==> src/mar_pkg.sv <==
// Purpose: shared constants for the multichannel adc readout datapath
// Assumes: apb register window, byte addresses, one 32-bit word per register
// Notes: control reset value selects 2.0 msps, 12 bit, continuous, no compression
package mar_pkg;
	// ------------------------------------------------------------
	// geometry
	// ------------------------------------------------------------
	localparam int MAR_NCHAN = 64;
	localparam int MAR_DECIM = 8;
	localparam int MAR_ADC_W = 14;
	localparam int MAR_NARROW_W = 12;
	localparam int MAR_OUT_W = 16;
	localparam int MAR_NB_W = 5;
	localparam int MAR_TS_W = 32;
	localparam int MAR_LEN_W = 16;
	// ------------------------------------------------------------
	// register map
	// ------------------------------------------------------------
	localparam logic [7:0] MAR_CTRL_OFF = 8'h00;
	localparam logic [7:0] MAR_WIN_OFF = 8'h04;
	localparam logic [7:0] MAR_FRAME_OFF = 8'h08;
	localparam logic [7:0] MAR_STAT_OFF = 8'h0c;
	localparam logic [7:0] MAR_CNT_OFF = 8'h10;
	localparam logic [7:0] MAR_TRIG_OFF = 8'h14;
	localparam int MAR_CTRL_RATE_BIT = 0;
	localparam int MAR_CTRL_WIDE_BIT = 1;
	localparam int MAR_CTRL_COMP_BIT = 2;
	localparam int MAR_CTRL_TRIG_BIT = 3;
	localparam logic [3:0] MAR_CTRL_RST = 4'h0;
	localparam logic [15:0] MAR_WIN_RST = 16'h0400;
	localparam logic [15:0] MAR_FRAME_RST = 16'h0100;
	// ------------------------------------------------------------
	// compressed code: prefix, payload bits
	// ------------------------------------------------------------
	localparam logic [1:0] MAR_PFX_ZERO = 2'h0;
	localparam logic [1:0] MAR_PFX_SMALL = 2'h1;
	localparam logic [1:0] MAR_PFX_MID = 2'h2;
	localparam logic [1:0] MAR_PFX_RAW = 2'h3;
	localparam logic [4:0] MAR_NB_ZERO = 5'h02;
	localparam logic [4:0] MAR_NB_SMALL = 5'h06;
	localparam logic [4:0] MAR_NB_MID = 5'h0a;
	localparam logic [4:0] MAR_NB_RAW = 5'h0e;
	localparam logic [4:0] MAR_NB_12 = 5'h0c;
	localparam logic [4:0] MAR_NB_14 = 5'h0e;
	typedef enum logic [1:0] {MAR_IDLE, MAR_ARMED, MAR_WINDOW} mar_acq_t;
endpackage

==> src/mar_huff_enc.sv <==
// Purpose: lossless variable-length coder for 12-bit bipolar samples
// Assumes: decoder keeps the previous sample per channel
// Notes: code is right-aligned in code_o, nbits_o tells how many bits count
`timescale 1ns/1ps
module mar_huff_enc
	import mar_pkg::*;
(
	input wire logic [11:0] cur_i,
	input wire logic [11:0] prev_i,
	input wire logic force_raw_i,
	output logic [15:0] code_o,
	output logic [4:0] nbits_o
);
	// ------------------------------------------------------------
	// delta classes, short codes for the frequent small steps
	// ------------------------------------------------------------
	wire logic [11:0] delta = cur_i - prev_i;
	wire logic is_zero = (delta == 12'h000) && !force_raw_i;
	wire logic is_small = (delta[11:3] == 9'h000 || delta[11:3] == 9'h1ff) && !force_raw_i;
	wire logic is_mid = (delta[11:7] == 5'h00 || delta[11:7] == 5'h1f) && !force_raw_i;
	assign code_o = is_zero ? {14'h0000, MAR_PFX_ZERO} :
		is_small ? {10'h000, MAR_PFX_SMALL, delta[3:0]} :
		is_mid ? {6'h00, MAR_PFX_MID, delta[7:0]} :
		{2'h0, MAR_PFX_RAW, cur_i};
	assign nbits_o = is_zero ? MAR_NB_ZERO : is_small ? MAR_NB_SMALL :
		is_mid ? MAR_NB_MID : MAR_NB_RAW;
endmodule // mar_huff_enc

==> src/mar_readout.sv <==
// Purpose: per-channel decimation, width select, optional compression and framing of adc samples
// Assumes: adc words arrive channel-interleaved, synchronous to clk_i; ethernet/udp mac sits downstream
// Notes: apb slave answers with one wait state; unmapped addresses give pslverr
//
// Decided for this implementation: the APB slave port and the register offsets.
`timescale 1ns/1ps
module mar_readout
	import mar_pkg::*;
#(
	parameter int NCHAN = MAR_NCHAN,
	parameter int DECIM = MAR_DECIM
) (
	input wire logic clk_i,
	input wire logic rst_i,
	input wire logic psel_i,
	input wire logic penable_i,
	input wire logic pwrite_i,
	input wire logic [7:0] paddr_i,
	input wire logic [31:0] pwdata_i,
	output logic [31:0] prdata_o,
	output logic pready_o,
	output logic pslverr_o,
	input wire logic adc_valid_i,
	input wire logic [$clog2(NCHAN)-1:0] adc_chan_i,
	input wire logic [MAR_ADC_W-1:0] adc_data_i,
	input wire logic sync_i,
	input wire logic ts_valid_i,
	input wire logic [MAR_TS_W-1:0] ts_i,
	input wire logic [MAR_TS_W-1:0] time_i,
	output logic rate_fast_o,
	output logic out_valid_o,
	output logic [MAR_OUT_W-1:0] out_data_o,
	output logic [MAR_NB_W-1:0] out_nbits_o,
	output logic [$clog2(NCHAN)-1:0] out_chan_o,
	output logic out_sof_o,
	output logic out_eof_o
);
	localparam int CW = $clog2(NCHAN);
	localparam int PW = $clog2(DECIM);

	if (NCHAN < 2 || NCHAN > 64 || (1 << CW) != NCHAN) begin : g_chk_nchan
		$error("NCHAN must be a power of two from 2 to 64");
	end
	if (DECIM < 2 || (1 << PW) != DECIM) begin : g_chk_decim
		$error("DECIM must be a power of two of at least 2");
	end

	// ------------------------------------------------------------
	// registers
	// ------------------------------------------------------------
	logic [3:0] ctrl_reg;
	logic [MAR_LEN_W-1:0] win_len_reg;
	logic [MAR_LEN_W-1:0] frame_len_reg;
	logic [31:0] word_total_reg;
	logic [MAR_TS_W-1:0] trig_ts_reg;
	logic [MAR_LEN_W-1:0] word_cnt_reg;
	mar_acq_t state_reg;
	logic [PW-1:0] phase_mem [NCHAN];
	logic [MAR_NARROW_W-1:0] prev_mem [NCHAN];
	logic [NCHAN-1:0] fresh_reg;
	logic [31:0] prdata_reg;
	logic pready_reg;
	logic pslverr_reg;
	logic out_valid_reg;
	logic [MAR_OUT_W-1:0] out_data_reg;
	logic [MAR_NB_W-1:0] out_nbits_reg;
	logic [CW-1:0] out_chan_reg;
	logic out_sof_reg;
	logic out_eof_reg;

	// ------------------------------------------------------------
	// apb decode
	// ------------------------------------------------------------
	wire logic apb_access = psel_i && penable_i;
	wire logic apb_done = apb_access && pready_reg;
	wire logic wr_en = apb_done && pwrite_i;
	wire logic hit_ctrl = (paddr_i == MAR_CTRL_OFF);
	wire logic hit_win = (paddr_i == MAR_WIN_OFF);
	wire logic hit_frame = (paddr_i == MAR_FRAME_OFF);
	wire logic hit_stat = (paddr_i == MAR_STAT_OFF);
	wire logic hit_cnt = (paddr_i == MAR_CNT_OFF);
	wire logic hit_trig = (paddr_i == MAR_TRIG_OFF);
	wire logic hit_any = hit_ctrl || hit_win || hit_frame || hit_stat || hit_cnt || hit_trig;
	logic [31:0] rd_mux;
	always_comb begin
		if (hit_ctrl) begin
			rd_mux = {28'h0000000, ctrl_reg};
		end else if (hit_win) begin
			rd_mux = {16'h0000, win_len_reg};
		end else if (hit_frame) begin
			rd_mux = {16'h0000, frame_len_reg};
		end else if (hit_stat) begin
			rd_mux = {14'h0000, state_reg, word_cnt_reg};
		end else if (hit_cnt) begin
			rd_mux = word_total_reg;
		end else if (hit_trig) begin
			rd_mux = trig_ts_reg;
		end else begin
			rd_mux = 32'h00000000;
		end
	end

	// one wait state: the reply is registered during the first access cycle
	always_ff @(posedge clk_i) begin
		if (rst_i) begin
			pready_reg <= 1'b0;
			prdata_reg <= 32'h00000000;
			pslverr_reg <= 1'b0;
		end else begin
			pready_reg <= apb_access && !pready_reg;
			prdata_reg <= (apb_access && !pready_reg && !pwrite_i) ? rd_mux : 32'h00000000;
			pslverr_reg <= apb_access && !pready_reg && !hit_any;
		end
	end

	always_ff @(posedge clk_i) begin
		if (rst_i) begin
			ctrl_reg <= MAR_CTRL_RST;
			win_len_reg <= MAR_WIN_RST;
			frame_len_reg <= MAR_FRAME_RST;
		end else if (wr_en) begin
			if (hit_ctrl) begin
				ctrl_reg <= pwdata_i[3:0];
			end
			if (hit_win) begin
				win_len_reg <= pwdata_i[MAR_LEN_W-1:0];
			end
			if (hit_frame) begin
				frame_len_reg <= pwdata_i[MAR_LEN_W-1:0];
			end
		end
	end

	// ------------------------------------------------------------
	// mode decode
	// ------------------------------------------------------------
	wire logic mode_wide = ctrl_reg[MAR_CTRL_WIDE_BIT];
	wire logic mode_trig = ctrl_reg[MAR_CTRL_TRIG_BIT];
	// coding only defined for narrow samples; wide samples always pass raw
	wire logic mode_comp = ctrl_reg[MAR_CTRL_COMP_BIT] && !mode_wide;

	// ------------------------------------------------------------
	// decimation and sample shaping
	// ------------------------------------------------------------
	wire logic [PW-1:0] phase_sel = phase_mem[adc_chan_i];
	wire logic keep = adc_valid_i && (phase_sel == '0);
	// bipolar two's complement in and out, no offset removed or added
	wire logic [MAR_NARROW_W-1:0] narrow = adc_data_i[MAR_ADC_W-1:2];
	wire logic [MAR_OUT_W-1:0] wide_ext = {{2{adc_data_i[MAR_ADC_W-1]}}, adc_data_i};
	wire logic [MAR_OUT_W-1:0] narrow_ext = {{4{narrow[MAR_NARROW_W-1]}}, narrow};
	wire logic [15:0] enc_code;
	wire logic [4:0] enc_nbits;

	mar_huff_enc u_enc (
		.cur_i(narrow),
		.prev_i(prev_mem[adc_chan_i]),
		.force_raw_i(fresh_reg[adc_chan_i]),
		.code_o(enc_code),
		.nbits_o(enc_nbits)
	);

	// sync_i realigns every channel so all keep the same of eight samples
	always_ff @(posedge clk_i) begin
		if (rst_i || sync_i) begin
			for (int i = 0; i < NCHAN; i++) begin
				phase_mem[i] <= '0;
			end
		end else if (adc_valid_i) begin
			phase_mem[adc_chan_i] <= phase_sel + PW'(1);
		end
	end

	always_ff @(posedge clk_i) begin
		if (rst_i) begin
			for (int i = 0; i < NCHAN; i++) begin
				prev_mem[i] <= '0;
			end
		end else if (keep) begin
			prev_mem[adc_chan_i] <= narrow;
		end
	end

	// ------------------------------------------------------------
	// acquisition control
	// ------------------------------------------------------------
	// a limit of zero acts as one: every word closes its frame
	wire logic [MAR_TS_W-1:0] time_diff = time_i - trig_ts_reg;
	wire logic due = !time_diff[MAR_TS_W-1];
	wire logic pass = keep && (!mode_trig || state_reg == MAR_WINDOW);
	wire logic [MAR_LEN_W-1:0] limit = mode_trig ? win_len_reg : frame_len_reg;
	wire logic [MAR_LEN_W:0] cnt_inc = {1'b0, word_cnt_reg} + 17'h00001;
	wire logic last = (cnt_inc >= {1'b0, limit});
	wire logic first = (word_cnt_reg == '0);

	always_ff @(posedge clk_i) begin
		if (rst_i) begin
			state_reg <= MAR_IDLE;
			trig_ts_reg <= '0;
		end else if (!mode_trig) begin
			state_reg <= MAR_IDLE;
		end else begin
			case (state_reg)
				MAR_IDLE: begin
					if (ts_valid_i) begin
						state_reg <= MAR_ARMED;
						trig_ts_reg <= ts_i;
					end
				end
				MAR_ARMED: begin
					if (due) begin
						state_reg <= MAR_WINDOW;
					end
				end
				MAR_WINDOW: begin
					if (pass && last) begin
						state_reg <= MAR_IDLE;
					end
				end
				default: begin
					state_reg <= MAR_IDLE;
				end
			endcase
		end
	end

	// word counter frames both modes; only arming a new window restarts it, a mode change does not
	always_ff @(posedge clk_i) begin
		if (rst_i || state_reg == MAR_ARMED) begin
			word_cnt_reg <= '0;
			fresh_reg <= '1;
		end else if (pass) begin
			word_cnt_reg <= last ? '0 : cnt_inc[MAR_LEN_W-1:0];
			// every frame restarts the coder so it decodes on its own
			fresh_reg <= last ? '1 : fresh_reg & ~(NCHAN'(1) << adc_chan_i);
		end
	end

	always_ff @(posedge clk_i) begin
		if (rst_i) begin
			word_total_reg <= 32'h00000000;
		end else if (pass) begin
			word_total_reg <= word_total_reg + 32'h00000001;
		end
	end

	// ------------------------------------------------------------
	// output stage, handed to the udp framer on the 10 gbit/s link
	// ------------------------------------------------------------
	always_ff @(posedge clk_i) begin
		if (rst_i) begin
			out_valid_reg <= 1'b0;
			out_data_reg <= '0;
			out_nbits_reg <= '0;
			out_chan_reg <= '0;
			out_sof_reg <= 1'b0;
			out_eof_reg <= 1'b0;
		end else begin
			out_valid_reg <= pass;
			out_sof_reg <= pass && first;
			out_eof_reg <= pass && last;
			if (pass) begin
				out_chan_reg <= adc_chan_i;
				if (mode_wide) begin
					out_data_reg <= wide_ext;
					out_nbits_reg <= MAR_NB_14;
				end else if (mode_comp) begin
					out_data_reg <= enc_code;
					out_nbits_reg <= enc_nbits;
				end else begin
					out_data_reg <= narrow_ext;
					out_nbits_reg <= MAR_NB_12;
				end
			end
		end
	end

	assign prdata_o = prdata_reg;
	assign pready_o = pready_reg;
	assign pslverr_o = pslverr_reg;
	assign rate_fast_o = ctrl_reg[MAR_CTRL_RATE_BIT];
	assign out_valid_o = out_valid_reg;
	assign out_data_o = out_data_reg;
	assign out_nbits_o = out_nbits_reg;
	assign out_chan_o = out_chan_reg;
	assign out_sof_o = out_sof_reg;
	assign out_eof_o = out_eof_reg;
endmodule // mar_readout

==> config.mk <==
export PLATFORM = sky130hd
export DESIGN_NAME = mar_readout
export DESIGN_NICKNAME = d
export VERILOG_FILES = /design/src/mar_pkg.sv /design/src/mar_huff_enc.sv /design/src/mar_readout.sv
export SDC_FILE = /design/constraint.sdc
export NUM_CORES = 2
export LEC_CHECK = 0
export ABC_AREA = 0
export BUFFER_PORTS_ARGS = -buffer_cell sky130_fd_sc_hd__buf_2
export CAP_MARGIN = 25
export CORE_MARGIN = 8
export CORE_UTILIZATION = 52
export DETAILED_ROUTE_END_ITERATION = 7
export GPL_TIMING_DRIVEN = 0
export PLACE_DENSITY = 0.8
export SLEW_MARGIN = 25
export SYNTH_ARGS = -nofsm -noshare
export SYNTH_HDL_FRONTEND = slang
export SYNTH_SLANG_ARGS = --single-unit
==> constraint.sdc <==
create_clock -name clk_i -period 12.4 [get_ports clk_i]
set_clock_uncertainty 0.15 [all_clocks]
set_input_delay 2.48 -clock clk_i [delete_from_list [all_inputs] [get_ports clk_i]]
set_output_delay 2.48 -clock clk_i [all_outputs]
set_load 0.01 [all_outputs]
Word-level counts from Yosys, hierarchy flattened
Memory sizes are Yosys's and may differ from the RTL's.
Cells that the tools add are included.
Operators by class
  add/subtract/negate cells: 5
  magnitude comparators: 2
  eq/ne operators: 12
  shift operators: 1
  muxes and demuxes: 41
  bitwise gates (word level): 4
  reductions and logical operators: 49
Operators by type and width (number)
  $mux 16: 8
  $and 64x64->64: 1
  $mux 32: 2
  $mux 64: 1
  $not 64->64: 1
  $shl 1x6->64 const A: 1
  $add 32x1->32 const B: 1
  $sub 32x32->32: 1
  $mux 5: 4
  $mux 18: 1
  $add 16x1->17 const B: 1
  $ge 17x16->1: 1
  $eq 8x4->1 const B: 2
  $eq 8x5->1 const B: 2
  $logic_not 16->1: 1
  $logic_and 1x1->1: 14
  $mux 14: 1
  $mux 1: 13
  $logic_not 12->1: 1
  $mux 12: 1
  $mux 6: 2
  $reduce_or 12->1: 1
  $sub 12x12->12: 1
  $logic_or 1x1->1: 10
  27 further kinds: 42
Storage, ports and cells
  flip-flop bits (word level): 246
  bits in writable memories: 960
  bits of input ports: 132
  output and inout bits: 65
  memories: 2
Memories
  prev_mem: depth 64, width 12, rd ports 1, clocked after memory_dff 0, wr ports 64, RTL line mar_readout.sv:59  | logic [MAR_NARROW_W-1:0] prev_mem [NCHAN];
  phase_mem: depth 64, width 3, rd ports 1, clocked after memory_dff 0, wr ports 64, RTL line mar_readout.sv:58  | logic [PW-1:0] phase_mem [NCHAN];

Depth between registers and ports, before layout
An unclocked memory read counts as a cell.
  word-level depth: 10
  depth in mapped cells: 25
  gate-level depth less buffers: 16

By module
A second synthesis with hierarchy kept.
Second synthesis, totals
  cell total of the unflattened synthesis: 4352
  area, all modules: 54845.1 sq um
Modules (own cells, without submodules)
  mar_readout: times used 1, cells an instance 4202, area an instance 53759.1 sq um, seq. area each 33752.4 sq um
  mar_huff_enc: times used 1, cells an instance 150, area an instance 1086.0 sq um, seq. area each 0.0 sq um

Least setup slack after synthesis
No wires, ideal clock.
  path kind: input to register
  start point: input port adc_chan_i[0]
  end point: register out_data_reg[12], in the netlist out_data_o[12]
  library setup time: 127 ps
  arrival: 8305 ps
  path slack: 3817 ps
  stages on the path: 23
  buffers on the path: 7
  cell sequence: buf_6 -> buf_2 -> buf_2 -> buf_2 -> buf_2 -> buf_2 -> buf_2 -> mux4_2 -> mux4_2 -> mux2i_1 -> nor2_1 -> a21oi_1 -> ha_1 -> nor2b_1 -> o31a_1 -> o21a_1 -> or3_1 -> a2111oi_0 -> nand4_1 -> o31a_1 -> nor2b_1 -> nor4_1 -> nor3_1
On the way
  cells in the longest elaborated chain, start to end: 10
RTL lines
  start: declaration: RTL line mar_readout.sv:24  | input wire logic [$clog2(NCHAN)-1:0] adc_chan_i,
  $mem_v2 64x12
  $sub 12x12->12: RTL line mar_huff_enc.sv:17  | wire logic [11:0] delta = cur_i - prev_i;
  $eq 5x5->1 or $logic_not 5->1 (tied branches): RTL line mar_huff_enc.sv:20  | wire logic is_mid = (delta[11:7] == 5'h00 || delta[11:7] == 5'h1f) && !force_raw_i;
  $logic_or 1x1->1: RTL line mar_huff_enc.sv:20
  $logic_and 1x1->1: RTL line mar_huff_enc.sv:20
  $mux 14: RTL line mar_huff_enc.sv:23  | is_mid ? {6'h00, MAR_PFX_MID, delta[7:0]} :
  $mux 16: RTL line mar_huff_enc.sv:22  | is_small ? {10'h000, MAR_PFX_SMALL, delta[3:0]} :
  $mux 16: RTL line mar_huff_enc.sv:21  | assign code_o = is_zero ? {14'h0000, MAR_PFX_ZERO} :
  $mux 16: RTL line mar_readout.sv:266  | end else if (mode_comp) begin
  $mux 16: RTL line mar_readout.sv:263  | if (mode_wide) begin
  end signal: assignment: RTL line mar_readout.sv:264  | out_data_reg <= wide_ext;
  end signal: assignment: RTL line mar_readout.sv:267  | out_data_reg <= enc_code;
  end signal: assignment: RTL line mar_readout.sv:270  | out_data_reg <= narrow_ext;
  end: declaration: RTL line mar_readout.sv:65  | logic [MAR_OUT_W-1:0] out_data_reg;
Parallel ways exist; a longest one is shown, timed or not. The select of a mux whose other input is x is not followed.
A chain may end at the register's enable or synchronous reset.

Worst setup path after layout
  start point: input port adc_chan_i[1]
  end point: register out_data_reg[12], in the netlist out_data_o[12]
The elaborated chain is that of the path after synthesis.

==> impl_metrics.tcl <==
set metrics [dict create \
    status "finished with violations" \
    violations "design-rule violations" \
    crit_type "in2reg" \
    yosysWarnings 0 \
    slowest_stage "clkbuf_1" \
    die_w_um 341 \
    drtPass1Iterations 8 \
    ys.flop_type "edfxtp_1" \
    htree_num_levels 3 \
    worstMarginPinSlew_ns 1.32 \
    cts_resized 0 \
    wire_per_inst_um 32.5 \
    vias 42800 \
    drt_iter0_drc 8375 \
    fin_crit_sh_pct 88.7 \
    largest_reg_flops 768 \
    hp-class "reg2reg" \
    seq_area_frac_synth_pct 61.3 \
    crit_start "adc_chan_i[1]" \
    cp_max_fo 10 \
    num-nets-final 4962 \
    clk_pin_slew_worst_paths_ns 0.06 \
    fp.dieH_um 341 \
    grt-ovfl-total 0 \
    syn_avg_cell_area_um2 12.4 \
    clock.fmax_mhz 91.0 \
    layout-drive-gt1-share_pct 17.8 \
    hold_violations 0 \
    grt_pass1_vias 41300 \
    antenna_found_initial 29 \
    root_buffer "clkbuf_16" \
    p_total_mw 9.19 \
    fin_setup_tns_ns 0 \
    path_common_cell "buf_4" \
    initial_core_util_pct 52.3 \
    cp-start-kind "input pin" \
    grt_max_degree 18 \
    hold_buffers 0 \
    cts_sinks 1203 \
    r2r-start "prev_mem[0][1]" \
    crit_path_end_kind "flop" \
    crit_family "buffers and inverters" \
    drv_slew 0 \
    drcViolationCount 2 \
    vdd_ir_drop_max_mv 0.123 \
    synth_edf_count 960 \
    cts_setup_buffers 0 \
    synth-async-reset-ratio_pct 0 \
    core_mm2 0.105 \
    io-pin-count 197 \
    port_buffers 172 \
    required_ns 12.84 \
    synthCells 4433 \
    ant_nets 0 \
    rows 119 \
    via_per_inst 6.82 \
    grt_pass1_wl_um 287000 \
    p_leak_nw 21.0 \
    powerDensity_mw_per_mm2 147 \
    grt_setup_unrepaired "no" \
    path_buf_inv 9 \
    cts_tree "built" \
    track_usage_pct 34.1 \
    crit_arrival_ns 11.43 \
    area_growth_pct 13.4 \
    setup_viol 0 \
    cts_buffers 120 \
    slowest_delay_ns 0.95 \
    maxSlewHeadroom_pct 11.5 \
    gp_congestion 1.06 \
    ys_seq_elements 1203 \
    die-area_mm2 0.116 \
    hpwl_um 148000 \
    clock_latency_ns 0.76 \
    hp-start "fresh_reg[63]" \
    drv_cap 0 \
    routed_wl_um 204000 \
    synth_area_mm2 0.0550 \
    finalCriticalPeriod_ns 10.99 \
    clockBufferDepth 3 \
    synth_cell_types 67 \
]
worst paths after layout:
| check | to | slack (ns) | cells after the start |
|---|---|---|---|
| max | out_data_o[12] | 1.41 | 25 |
| min | fresh_reg[63] | 0.31 | 2 |
| max reg2reg | out_data_o[12] | 6.77 | 16 |
| min reg2reg | fresh_reg[63] | 0.31 | 2 |
cell families after synthesis:
logic type | Yosys count | synth area share [%]
AND/OR/NAND/NOR | 1797 | 13.4
flip-flops | 1203 | 61.3
AO/OA/AOI/OAI | 501 | 5.74
buffers and inverters | 431 | 3.14
multiplexers | 385 | 14.1
adder cells (fa/ha/maj) | 64 | 1.47
XOR/XNOR | 51 | 0.826
other | 1 | 0.00682
metrics by stage:
step | instance area, um2 | util (%) | instances | setup slack, ns | hold WS [ns]
finish | 62300 | 59.3 | 6278 | 1.41 | 0.308
CTS | 62200 | 59.2 | 6261 | 1.92 | 0.310
floorplan | 55000 | - | 4434 | 3.82 | 0.286
detailed placement | 58300 | 55.5 | 6033 | 1.18 | 0.299
global route | 62300 | 59.2 | 6264 | 1.31 | 0.325
global placement | 57600 | 54.8 | 5997 | 1.10 | 0.296
area by class of cell:
class | instances | area [um2]
clock inverter | 81 | 823
multi-input combinational | 2800 | 19800
inverter | 49 | 184
buffer | 382 | 1560
clock buffer | 147 | 3130
antenna | 15 | 37.5
timing repair buffer | 210 | 1300
sequential | 1203 | 33700
fill | 8175 | 42800
tap | 1391 | 1740
worst register-to-register path: cells and delay by family, from the launching register on:
kind / cells / cell delay [ns]
compound gates: 5 / 2.01
mux: 3 / 1.22
flops: 1 / 0.41
fa+ha+maj: 1 / 0.35
simple gates: 7 / 1.35
cell usage in the layout (no fill, tap or decap), types with 121 or more instances in the layout:
cell and count:
buf_2 223, clkbuf_1 319, clkbuf_16 121, dfxtp_1 243, edfxtp_1 960, mux4_2 310
nand2_1 501, nor2_1 972, nor3_1 158, o21ai_0 163
cells in the mapped netlist, types with 18 or more instances:
cell        n  area share [%]
a21o_1     25            0.34
nor2_1    972             6.6
nand4_1    27            0.31
and3_1     18            0.20
o21bai_1   65            0.89
nand2_1   501             3.4
xnor2_1    19            0.30
mux2i_1    49            0.89
inv_1      49            0.33
a22oi_1    46            0.63
o21ai_0   163             1.5
a21oi_1   115             1.0
nor3_1    159             1.4
ha_1       63             1.4
buf_2      49            0.45
mux2_2     25            0.51
clkbuf_1  306             2.1
mux4_2    310              13
dfxtp_1   243             8.8
edfxtp_1  960              52
nor2b_1    20            0.23
nand3_1    34            0.31
xor2_1     31            0.49
per-layer routing:
| layer | track usage (%) | share of wire (%) |
|---|---|---|
| met1 | 40.4 | 31 |
| met2 | 50.1 | 42 |
| met3 | 14.7 | 18 |
| met4 | 23.7 | 9.2 |
| met5 | 0.250 | 0.081 |
where the power goes:
part	internal, mW	switching, mW
combinational	0.296	0.642
clock	2.08	1.65
sequential	4.47	0.0513
total	6.85	2.34
(Power assumes the default switching activity.)
